`src/verilog/dmx_pkg.sv`:
```
package dmx_pkg;

    typedef enum logic [1:0] {PH_DECODE, PH_READ, PH_PROC, PH_WRITE} dmx_phase_t;

    typedef enum logic [3:0] {
        OP_NONE, OP_PTR_HI, OP_PTR_LO, OP_FMOVE, OP_MM_SRC,
        OP_MM_DST, OP_BANK, OP_LIT, OP_STORE
    } dmx_op_t;

    typedef enum logic [1:0] {PEND_NONE, PEND_PTR, PEND_MOVE} dmx_pend_t;

    // Opcode prefixes, compared against the top bits of a word
    localparam logic [9:0] PTR_PFX    = 10'h3B8;
    localparam logic [7:0] PTR2_PFX   = 8'hF0;
    localparam logic [5:0] FMOVE_PFX  = 6'h14;
    localparam logic [3:0] MM_PFX     = 4'hC;
    localparam logic [3:0] SECOND_PFX = 4'hF;
    localparam logic [7:0] BANK_PFX   = 8'h01;
    localparam logic [7:0] LIT_PFX    = 8'h0E;
    localparam logic [6:0] STORE_PFX  = 7'h37;

    // Field positions
    localparam int PTR_SEL_LSB = 4;
    localparam int DEST_BIT    = 9;
    localparam int ACCESS_BIT  = 8;

    // Addressing
    localparam logic [7:0]  IDX_LIMIT    = 8'h5F;
    localparam logic [3:0]  LO_PAGE      = 4'h0;
    localparam logic [3:0]  HI_PAGE      = 4'hF;
    localparam logic [7:0]  BANK_MASK    = 8'h0F;
    localparam logic [1:0]  IDX_PTR      = 2'h2;
    localparam logic [1:0]  PTR_COUNT    = 2'h3;
    // Data address at which the working register is mapped
    localparam logic [11:0] ACC_ADDR     = 12'hFE8;

    // Values after reset
    localparam logic [7:0]  RST_BYTE     = 8'h00;
    localparam logic [11:0] RST_PTR      = 12'h000;
    localparam logic [11:0] RST_ADDR     = 12'h000;

endpackage

```
`src/verilog/dmx_exec.sv`:
```
`timescale 1ns/10ps

// What this block does
// - Two-word pointer load writes 12-bit literal into selected pointer over two cycles
// - File move copies f to working register or back to f, sets N and Z
// - Destination bit zero sends file-move result to the working register
// - Access bit zero uses access bank; one forms address from bank select plus f
// - Access bit zero with extended set uses indexed offset for f up to 5Fh
// - Eight-bit file field reaches any byte of the selected 256-byte bank
// - Two-word memory move copies source byte to destination, no flag change
// - Memory move source and destination span the whole 000h to FFFh space
// - Working register may be source or destination of the memory move
// - Bank-select load writes literal low nibble; upper nibble stays zero, flags kept
// - Literal load puts 8-bit literal in working register in one cycle
// - Store copies working register into addressed file register, flags kept
// - Fixed-bank select uses access bank, banked mode uses bank select register
module dmx_exec (
    input  wire logic              clk,
    input  wire logic              arst_n,
    input  wire logic              instr_valid,
    input  wire logic [15:0]       instr_word,
    input  wire logic              ext_set_en,
    input  wire logic [7:0]        dmem_rdata,
    output dmx_pkg::dmx_phase_t    phase_q,
    output logic                   second_word_q,
    output logic      [7:0]        acc_q,
    output logic      [7:0]        bank_sel_q,
    output logic      [11:0]       ptr0_q,
    output logic      [11:0]       ptr1_q,
    output logic      [11:0]       ptr2_q,
    output logic                   flag_n_q,
    output logic                   flag_z_q,
    output logic      [11:0]       dmem_addr_q,
    output logic                   dmem_rd_q,
    output logic                   dmem_wr_q,
    output logic      [7:0]        dmem_wdata_q
);

    dmx_pkg::dmx_op_t   op_q;
    dmx_pkg::dmx_op_t   op_d;
    dmx_pkg::dmx_pend_t pend_q;
    dmx_pkg::dmx_pend_t pend_d;
    logic [11:0]        addr_d;
    logic [7:0]         lit_q;
    logic [7:0]         lit_d;
    logic [1:0]         sel_q;
    logic [1:0]         sel_d;
    logic               dst_f_q;
    logic               dst_f_d;
    logic [7:0]         mm_q;
    logic [7:0]         rd_val;
    logic               at_decode;
    logic               at_proc;
    logic               to_acc;

    assign at_decode = (phase_q == dmx_pkg::PH_DECODE);
    assign at_proc   = (phase_q == dmx_pkg::PH_PROC);

    ////////////////////////////////////////////////////////////////////////////////
    // Address forming for single-word file operations

    function automatic logic [11:0] file_addr(input logic [7:0]  f,
                                              input logic        a,
                                              input logic        ext,
                                              input logic [7:0]  bank,
                                              input logic [11:0] idx);
        if (a) begin
            file_addr = {bank[3:0], f};
        end else if (ext && f <= dmx_pkg::IDX_LIMIT) begin
            file_addr = idx + {4'h0, f};
        end else if (f <= dmx_pkg::IDX_LIMIT) begin
            file_addr = {dmx_pkg::LO_PAGE, f};
        end else begin
            file_addr = {dmx_pkg::HI_PAGE, f};
        end
    endfunction

    // Working register is mapped in data space, so reads of it bypass memory
    function automatic logic is_acc(input logic [11:0] addr);
        is_acc = (addr == dmx_pkg::ACC_ADDR);
    endfunction

    ////////////////////////////////////////////////////////////////////////////////
    // Phase sequencer

    always_ff @(posedge clk or negedge arst_n) begin
        if (!arst_n) begin
            phase_q <= dmx_pkg::PH_DECODE;
        end else begin
            case (phase_q)
                dmx_pkg::PH_DECODE: phase_q <= dmx_pkg::PH_READ;
                dmx_pkg::PH_READ:   phase_q <= dmx_pkg::PH_PROC;
                dmx_pkg::PH_PROC:   phase_q <= dmx_pkg::PH_WRITE;
                default:            phase_q <= dmx_pkg::PH_DECODE;
            endcase
        end
    end

    ////////////////////////////////////////////////////////////////////////////////
    // Decode

    always_comb begin
        op_d    = dmx_pkg::OP_NONE;
        pend_d  = dmx_pkg::PEND_NONE;
        addr_d  = dmem_addr_q;
        lit_d   = lit_q;
        sel_d   = sel_q;
        dst_f_d = dst_f_q;
        if (pend_q == dmx_pkg::PEND_PTR) begin
            // A malformed second word drops the low-byte write
            if (instr_valid && instr_word[15:8] == dmx_pkg::PTR2_PFX) begin
                op_d  = dmx_pkg::OP_PTR_LO;
                lit_d = instr_word[7:0];
            end
        end else if (pend_q == dmx_pkg::PEND_MOVE) begin
            if (instr_valid && instr_word[15:12] == dmx_pkg::SECOND_PFX) begin
                op_d   = dmx_pkg::OP_MM_DST;
                addr_d = instr_word[11:0];
            end
        end else if (!instr_valid) begin
            op_d = dmx_pkg::OP_NONE;
        end else if (instr_word[15:6] == dmx_pkg::PTR_PFX) begin
            op_d   = dmx_pkg::OP_PTR_HI;
            pend_d = dmx_pkg::PEND_PTR;
            sel_d  = instr_word[dmx_pkg::PTR_SEL_LSB +: 2];
            lit_d  = {4'h0, instr_word[3:0]};
        end else if (instr_word[15:12] == dmx_pkg::MM_PFX) begin
            op_d   = dmx_pkg::OP_MM_SRC;
            pend_d = dmx_pkg::PEND_MOVE;
            addr_d = instr_word[11:0];
        end else if (instr_word[15:10] == dmx_pkg::FMOVE_PFX) begin
            op_d    = dmx_pkg::OP_FMOVE;
            dst_f_d = instr_word[dmx_pkg::DEST_BIT];
            addr_d  = file_addr(instr_word[7:0], instr_word[dmx_pkg::ACCESS_BIT],
                                ext_set_en, bank_sel_q, ptr2_q);
        end else if (instr_word[15:8] == dmx_pkg::BANK_PFX) begin
            op_d  = dmx_pkg::OP_BANK;
            lit_d = instr_word[7:0];
        end else if (instr_word[15:8] == dmx_pkg::LIT_PFX) begin
            op_d  = dmx_pkg::OP_LIT;
            lit_d = instr_word[7:0];
        end else if (instr_word[15:9] == dmx_pkg::STORE_PFX) begin
            op_d   = dmx_pkg::OP_STORE;
            addr_d = file_addr(instr_word[7:0], instr_word[dmx_pkg::ACCESS_BIT],
                               ext_set_en, bank_sel_q, ptr2_q);
        end
    end

    always_ff @(posedge clk or negedge arst_n) begin
        if (!arst_n) begin
            op_q          <= dmx_pkg::OP_NONE;
            pend_q        <= dmx_pkg::PEND_NONE;
            second_word_q <= 1'b0;
            lit_q         <= dmx_pkg::RST_BYTE;
            sel_q         <= 2'h0;
            dst_f_q       <= 1'b0;
        end else if (at_decode) begin
            op_q          <= op_d;
            pend_q        <= pend_d;
            second_word_q <= (pend_d != dmx_pkg::PEND_NONE);
            lit_q         <= lit_d;
            sel_q         <= sel_d;
            dst_f_q       <= dst_f_d;
        end
    end

    ////////////////////////////////////////////////////////////////////////////////
    // Data memory port

    // Memory answers the cycle after the read strobe, in the process phase
    assign rd_val = is_acc(dmem_addr_q) ? acc_q : dmem_rdata;
    assign to_acc = is_acc(dmem_addr_q) || (op_q == dmx_pkg::OP_FMOVE && !dst_f_q);

    always_ff @(posedge clk or negedge arst_n) begin
        if (!arst_n) begin
            dmem_addr_q <= dmx_pkg::RST_ADDR;
        end else if (at_decode) begin
            dmem_addr_q <= addr_d;
        end
    end

    always_ff @(posedge clk or negedge arst_n) begin
        if (!arst_n) begin
            dmem_rd_q <= 1'b0;
        end else if (at_decode) begin
            dmem_rd_q <= (op_d == dmx_pkg::OP_FMOVE || op_d == dmx_pkg::OP_MM_SRC)
                         && !is_acc(addr_d);
        end else begin
            dmem_rd_q <= 1'b0;
        end
    end

    always_ff @(posedge clk or negedge arst_n) begin
        if (!arst_n) begin
            dmem_wr_q    <= 1'b0;
            dmem_wdata_q <= dmx_pkg::RST_BYTE;
        end else if (at_proc) begin
            dmem_wr_q <= !to_acc && (op_q == dmx_pkg::OP_STORE ||
                         op_q == dmx_pkg::OP_MM_DST || op_q == dmx_pkg::OP_FMOVE);
            if (op_q == dmx_pkg::OP_STORE) begin
                dmem_wdata_q <= acc_q;
            end else if (op_q == dmx_pkg::OP_MM_DST) begin
                dmem_wdata_q <= mm_q;
            end else begin
                dmem_wdata_q <= rd_val;
            end
        end else begin
            dmem_wr_q <= 1'b0;
        end
    end

    ////////////////////////////////////////////////////////////////////////////////
    // Execution of working register, flags and move buffer

    always_ff @(posedge clk or negedge arst_n) begin
        if (!arst_n) begin
            acc_q    <= dmx_pkg::RST_BYTE;
            flag_n_q <= 1'b0;
            flag_z_q <= 1'b0;
            mm_q     <= dmx_pkg::RST_BYTE;
        end else if (at_proc) begin
            case (op_q)
                dmx_pkg::OP_FMOVE: begin
                    flag_n_q <= rd_val[7];
                    flag_z_q <= (rd_val == 8'h00);
                    if (to_acc) begin
                        acc_q <= rd_val;
                    end
                end
                dmx_pkg::OP_MM_SRC: begin
                    mm_q <= rd_val;
                end
                dmx_pkg::OP_MM_DST: begin
                    if (to_acc) begin
                        acc_q <= mm_q;
                    end
                end
                dmx_pkg::OP_LIT: begin
                    acc_q <= lit_q;
                end
                default: begin
                end
            endcase
        end
    end

    ////////////////////////////////////////////////////////////////////////////////
    // Bank select and indirect pointers

    logic [11:0] ptr_q [3];

    assign ptr0_q = ptr_q[0];
    assign ptr1_q = ptr_q[1];
    assign ptr2_q = ptr_q[dmx_pkg::IDX_PTR];

    always_ff @(posedge clk or negedge arst_n) begin
        if (!arst_n) begin
            bank_sel_q <= dmx_pkg::RST_BYTE;
        end else if (at_proc && op_q == dmx_pkg::OP_BANK) begin
            bank_sel_q <= lit_q & dmx_pkg::BANK_MASK;
        end
    end

    // Select code 3 names no pointer; both words run but nothing is written
    always_ff @(posedge clk or negedge arst_n) begin
        if (!arst_n) begin
            ptr_q[0] <= dmx_pkg::RST_PTR;
            ptr_q[1] <= dmx_pkg::RST_PTR;
            ptr_q[2] <= dmx_pkg::RST_PTR;
        end else if (at_proc && sel_q != dmx_pkg::PTR_COUNT) begin
            if (op_q == dmx_pkg::OP_PTR_HI) begin
                ptr_q[sel_q][11:8] <= lit_q[3:0];
            end else if (op_q == dmx_pkg::OP_PTR_LO) begin
                ptr_q[sel_q][7:0] <= lit_q;
            end
        end
    end
endmodule

```
`config.mk`:
```
export PLATFORM = sky130hd
export DESIGN_NAME = dmx_exec
export DESIGN_NICKNAME = d
export VERILOG_FILES = /design/src/verilog/dmx_pkg.sv /design/src/verilog/dmx_exec.sv
export SDC_FILE = /design/constraint.sdc
export NUM_CORES = 1
export LEC_CHECK = 0
export ABC_AREA = 1
export ABC_CLOCK_PERIOD_IN_PS = 2000
export BUFFER_PORTS_ARGS = -buffer_cell sky130_fd_sc_hd__buf_2
export CORE_MARGIN = 3
export CORE_UTILIZATION = 51
export CTS_CLUSTER_DIAMETER = 60
export DETAILED_ROUTE_END_ITERATION = 6
export GPL_ROUTABILITY_DRIVEN = 0
export PLACE_DENSITY = 0.77
export SKIP_CTS_REPAIR_TIMING = 1
export SYNTH_ARGS = -nofsm -noshare
export SYNTH_HDL_FRONTEND = slang
export SYNTH_SLANG_ARGS = --single-unit
```
`constraint.sdc`:
```
create_clock -name clk -period 2 [get_ports clk]
set_input_delay 0.4 -clock clk [delete_from_list [all_inputs] [get_ports clk]]
set_output_delay 0.4 -clock clk [all_outputs]
set_load 0.01 [all_outputs]
```
After elaboration in Yosys (flattened, before gate mapping)
Index checks and enable logic that the tools add are counted.

Add/sub/neg operators: 1. Magnitude comparators: 3. Equality and inequality tests: 31. Multiplexer cells: 55. Bitwise logic cells: 5. Reductions and logical operators: 30.

Operator list (number): 12-bit two-way mux (14); 8-bit two-way mux (15); 36-bit bitwise mux (2); 36-bit two-way mux (2); 12-bit demux with 2-bit select (2); 4-bit two-way mux (9); 12-bit == test, second input constant (2); 8-bit case mux with 3 select lines (1); 4-bit by 3-bit == test with 1-bit output, second input constant (5); 7-bit AND reduction (2); 12-bit by 8-bit adder with 12-bit output (1); 4-bit by 2-bit == test with 1-bit output, second input constant (3); 4-bit == test, second input constant (3); 2-bit two-way mux (6); 10-bit == test, second input constant (1); 1-bit logical AND (9); 8-bit by 1-bit == test with 1-bit output, second input constant (1); 8-bit by 4-bit == test with 1-bit output, second input constant (1); 8-bit == test, second input constant (1); 8-bit by 7-bit <= comparator with 1-bit output, second input constant (1); 8-bit zero test (1); 2-bit != test, second input constant (4); 7-bit by 6-bit == test with 1-bit output, second input constant (1); 6-bit by 5-bit == test with 1-bit output, second input constant (1); 21 further kinds (37).

Bits in registers: 100. Input bits: 28. Output and inout bits: 79.

Depth between registers and ports, before layout
Depth in word-level cells: 17. Depth in mapped cells: 19. Mapped depth without buffers: 19.

Least setup slack after synthesis
OpenSTA, ideal clock, no wires.

Path type: reg-to-reg. Start: register ptr_q (netlist bit ptr2_q[0]). End: register dmem_rd_q. Library setup time: 115 ps. Arrival: 2007 ps. Setup slack: -123 ps. Cell stages (with the launch flop): 19. Cell sequence: dfrtp_1 > ha_1 > fa_1 > nand3_1 > nand2_1 > nand2_1 > nand2_1 > nand2_1 > nand3_1 > nand2_1 > nand2_1 > nand2_1 > nand2_1 > nand2_1 > nand2_1 > nand2_1 > nand3_1 > nor2_1 > nor2_1.

Cells in the longest elaborated chain, start to end: 16.

Ends and longest elaborated chain: from (decl) (RTL line dmx_exec.sv:250) `logic [11:0] ptr_q [3];`; from (signal, indexed assignment) (RTL line dmx_exec.sv:272) `ptr_q[sel_q][11:8] <= lit_q[3:0];`; from (signal, indexed assignment) (RTL line dmx_exec.sv:274) `ptr_q[sel_q][7:0] <= lit_q;`; 12-bit by 8-bit adder with 12-bit output (*) (RTL line dmx_exec.sv:70) `file_addr = idx + {4'h0, f};`; 12-bit two-way mux (*) (RTL line dmx_exec.sv:69) `end else if (ext && f <= dmx_pkg::IDX_LIMIT) begin`; 12-bit two-way mux (*) (RTL line dmx_exec.sv:67) `if (a) begin`; 12-bit two-way mux (RTL line dmx_exec.sv:142) `end else if (instr_word[15:9] == dmx_pkg::STORE_PFX) begin`; 12-bit two-way mux (RTL line dmx_exec.sv:139) `end else if (instr_word[15:8] == dmx_pkg::LIT_PFX) begin`; 12-bit two-way mux (RTL line dmx_exec.sv:136) `end else if (instr_word[15:8] == dmx_pkg::BANK_PFX) begin`; 12-bit two-way mux (*) (RTL line dmx_exec.sv:131) `end else if (instr_word[15:10] == dmx_pkg::FMOVE_PFX) begin`; 12-bit two-way mux (*) (RTL line dmx_exec.sv:127) `end else if (instr_word[15:12] == dmx_pkg::MM_PFX) begin`; 12-bit two-way mux (*) (RTL line dmx_exec.sv:122) `end else if (instr_word[15:6] == dmx_pkg::PTR_PFX) begin`; 12-bit two-way mux (*) (RTL line dmx_exec.sv:120) `end else if (!instr_valid) begin`; 12-bit two-way mux (*) (RTL line dmx_exec.sv:115) `end else if (pend_q == dmx_pkg::PEND_MOVE) begin`; 12-bit two-way mux (*) (RTL line dmx_exec.sv:109) `if (pend_q == dmx_pkg::PEND_PTR) begin`; 12-bit == test (*) (RTL line dmx_exec.sv:80) `is_acc = (addr == dmx_pkg::ACC_ADDR);`; 1-bit zero test (*) (RTL line dmx_exec.sv:187) `&& !is_acc(addr_d);`; 1-bit logical AND (*) (RTL line dmx_exec.sv:187); 1-bit two-way mux (*) (RTL line dmx_exec.sv:185) `end else if (at_decode) begin`; to (signal assigned) (RTL line dmx_exec.sv:186) `dmem_rd_q <= (op_d == dmx_pkg::OP_FMOVE || op_d == dmx_pkg::OP_MM_SRC)`; to (decl) (RTL line dmx_exec.sv:34) `output logic dmem_rd_q,`.

Every way passes the cells marked *; elsewhere a longest branch is shown, timed or not. A chain may end at the register's enable or synchronous reset.

Worst setup path after layout
Ends and elaborated chain as after synthesis.

==> metrics.md <==
| Metric | Value |
|---|---|
| Status | finished, violations left |
| Violated checks | negative setup slack |
| GRT Overall Usage | 27.6% |
| Fin cells | 1145 |
| Fin nets | about 1000 |
| Largest net degree at the start of global routing | 50 |
| Initial core utilization | 53.2% |
| Routed vias/inst | 5.51 |
| Slew @ Worst Pin | between 0.5 and 0.6 ns |
| DIE AREA | 12800 um2 |
| Period utilization | 121% |
| Average size of a mapped cell | 7.25 um2 |
| Worst Path Arrival | 2.66 ns |
| Worst Clk Skew | around 0.013 ns |
| Mapped Cells | 809 |
| Clock-pin slew on the worst setup and hold paths | ~0.080 ns |
| DRT antenna net count | 0 |
| Main synth FF type | dfrtp_1 |
| Hold Vio Cnt, Final | 0 |
| Initial antenna violation count | 0 |
| Fmax | 413 MHz |
| Final HPWL DP | between 10000 and 15000 um |
| First-pass DRT Iterations | 7 |
| Seq/Total Area, Yosys | a little over two fifths |
| Crit Path Class | flip-flop to flip-flop |
| Worst VDD drop | 0.638 mV |
| Post-Place Worst Slack | -0.341 ns |
| Fraction of registers with async set/reset | 100% |
| Worst skew pair latency | 0.35 ns |
| Ys Warns | 0 |
| Clock tree root buffer cell | clkbuf_16 |
| Worst-case clock buffer depth | 2 |
| Synth cell types | 44 |
| Top cell family by delay on the critical path | simple AND/OR/NAND/NOR gates |
| Sink Count | 100 |
| Ports | 107 |
| Core area | 11000 um2 |
| Die width | around 110 um |
| RSZ-0062 raised after global routing | yes |
| Slew HR | 65.5% |
| Vias in the first global route | 5651 |
| Wire per inst | 15.9 um |
| Final WS setup | -0.422 ns |
| Crit Path Max Fanout | 3 |
| Worst path cell trace | ha_2, fa_2, buf_4, xor2_1, nand2_1, nand3_1, nand2_1, nand2_1, nand2_1, nand2_1, a21boi_2, nand2_1, nor2_1, nand3_1, nor2_2, nor2_1 |
| Worst EP required | 2.24 ns |
| Remaining DRCs | 0 |
| Area Growth Syn to Fin | 33.2% |
| Vias post-DR | 6309 |
| Post-synth EDFFs | 0 |
| WHS Path Cells | 4 |
| Worst Reg2Reg Path Length in Cells | 16 |
| GRT overflow | 0 |
| Final Core Density | 70.8% |
| CTS buffer count | 9 |
| Total power | 4.96 mW |
| CP most frequent cell | nand2_1 |
| Synthesized area | just under 6000 um2 |
| Worst Path Buf+Inv | 1 |
| Antenna cells | 0 |
| Max Cap Viol | 0 |
| Final WL | 18200 um |
| Hold WC Path Type | input pin to flip-flop |
| # setup viols final | 7 |
| Slowest cell on the critical path | dfrtp_1 |
| Critical path depth | 16 |
| Dpl cells | 1125 |
| Fin crit period | 2.42 ns |
| Leak Pwr | 4.15 nW |
| H-tree lvl count | 3 |
| CTS tree | yes |
| Share of cells above drive strength 1 | 31.8% |
| Max stage delay on crit path | 0.43 ns |
| Worst setup EP type | flip-flop |
| Initial DRC count | 621 |
| Site row count | 38 |
| First-pass GRT wire length | 28400 um |
| Die H | 113 um |
| Port bufs | 102 |
| Flops & latches, synth | 100 |
| PD cells | 635 nW/um2 |
| Startpoint types | flip-flop |
| Fin. max-slew vios | 0 |
-- worst register-to-register path: cells and delay by family, from the launching register on --
kind                     cells  cell delay, ns
AO/OA/AOI/OAI                1            0.19
XOR/XNOR                     1            0.15
adder cells (fa/ha/maj)      2            0.57
buffers and inverters        1            0.15
flip-flops                   1            0.43
AND/OR/NAND/NOR             11            0.82
-- final cells by class --
type | instances | area, um2
fillers | 876 | 3220
multi-input cells | 594 | 3200
flip-flops and latches | 100 | 2500
repair buffers | 199 | 1280
inverters | 96 | 365
clock buffers | 9 | 225
well taps | 140 | 175
clock inverters | 7 | 66.3
-- synth_stat cells (2+ instances only) --
library cell / count / area [um2]
a211oi_1: 2 / 15.0
a21boi_1: 2 / 15.0
a21oi_1: 51 / 255
a22oi_1: 4 / 30.0
a31oi_1: 3 / 18.8
buf_2: 4 / 20.0
buf_4: 5 / 37.5
buf_6: 2 / 22.5
clkbuf_1: 10 / 37.5
clkinv_1: 3 / 11.3
dfrtp_1: 100 / 2500
ha_1: 13 / 163
inv_1: 86 / 323
inv_2: 5 / 18.8
inv_4: 2 / 12.5
mux2_2: 6 / 67.6
nand2_1: 260 / 976
nand2_2: 6 / 37.5
nand3_1: 37 / 185
nand3_2: 2 / 20.0
nand3b_1: 3 / 22.5
nand4_1: 10 / 62.6
nor2_1: 51 / 191
nor2_2: 6 / 37.5
nor3_1: 4 / 20.0
nor4_1: 3 / 18.8
o211ai_1: 2 / 15.0
o21a_1: 3 / 22.5
o21ai_0: 101 / 505
o21ai_1: 3 / 15.0
o21ai_2: 5 / 43.8
o21bai_1: 2 / 15.0
o22ai_1: 2 / 12.5
-- routing by layer --
metal | up-vias | wire, um | GRT usage [%]
li1 | 3018 | - | -
met1 | 2898 | 7680 | 38.2
met2 | 329 | 8380 | 43.8
met3 | 64 | 1490 | 5.08
met4 | 0 | 659 | 9.54
met5 | - | 0 | 0
-- cell families after synthesis --
kind of cell    share of synthesized area, %
buf+inv                                 8.47
simple gates                            27.5
mux                                     1.15
compound gates                          16.8
other cells                           0.0639
flops                                   42.7
fa+ha+maj                               3.12
xor+xnor                               0.149
-- through the flow --
step / hold WS, ns / TNS, ns / area (um2)
2_1_floorplan: 0.104 / -0.0272 / 5880
3_5_place_dp: 0.341 / -3.64 / 7160
6_report: 0.398 / -1.03 / 7810
5_1_grt: 0.427 / -2.31 / 7810
4_1_cts: -0.0377 / -3.12 / 7450
3_3_place_gp: 0.337 / -3.25 / 7160
-- cells in the final DEF, fill, tap and decap left out, types with 3 or more instances in the layout --
cell type and count:
a21oi_1 43, a21oi_2 7, a22oi_1 4, a31oi_1 3, buf_2 101, buf_4 92
buf_6 3, clkbuf_16 9, clkinv_1 3, conb_1 4, dfrtp_1 99, ha_1 7
ha_4 5, inv_1 84, inv_2 7, mux2_2 6, nand2_1 234, nand2_2 31
nand3_1 30, nand3_2 8, nand3b_1 3, nand4_1 10, nor2_1 45, nor2_2 11
nor4_1 3, o21a_1 3, o21ai_0 84, o21ai_1 12, o21ai_2 12
-- where the power goes --
part           total (mW)  switching [mW]  internal (mW)  leakage (nW)
clock                1.72           0.843          0.873         0.141
sequential           2.23          0.0823           2.14          1.26
combinational        1.02           0.595          0.424          2.76
-- sequential cells by signal, summed over array words and instances, names as in the netlist --
| register | count |
|---|---|
| acc_q | 8 |
| bank_sel_q | 4 |
| dmem_addr_q | 12 |
| dmem_rd_q | 1 |
| dmem_wdata_q | 8 |
| dmem_wr_q | 1 |
| dst_f_q | 1 |
| flag_n_q | 1 |
| flag_z_q | 1 |
| lit_q | 8 |
| mm_q | 8 |
| op_q | 4 |
| pend_q | 2 |
| phase_q | 2 |
| ptr0_q | 12 |
| ptr1_q | 12 |
| ptr2_q | 12 |
| second_word_q | 1 |
| sel_q | 2 |
-- final timing paths --
path	slack, ns	endpoint	startpoint
min in group asynchronous	0.50	ptr1_q[9]	arst_n
hold / removal	0.40	flag_z_q	dmem_rdata[7]
hold reg to reg	0.48	ptr1_q[11]	ptr1_q[11]
setup / recovery	-0.42	dmem_rd_q	ptr2_q[0]
max in group asynchronous	0.91	dmem_addr_q[8]	arst_n
setup reg to reg	-0.42	dmem_rd_q	ptr2_q[0]
No activity file was read; power rests on OpenSTA's default activity.
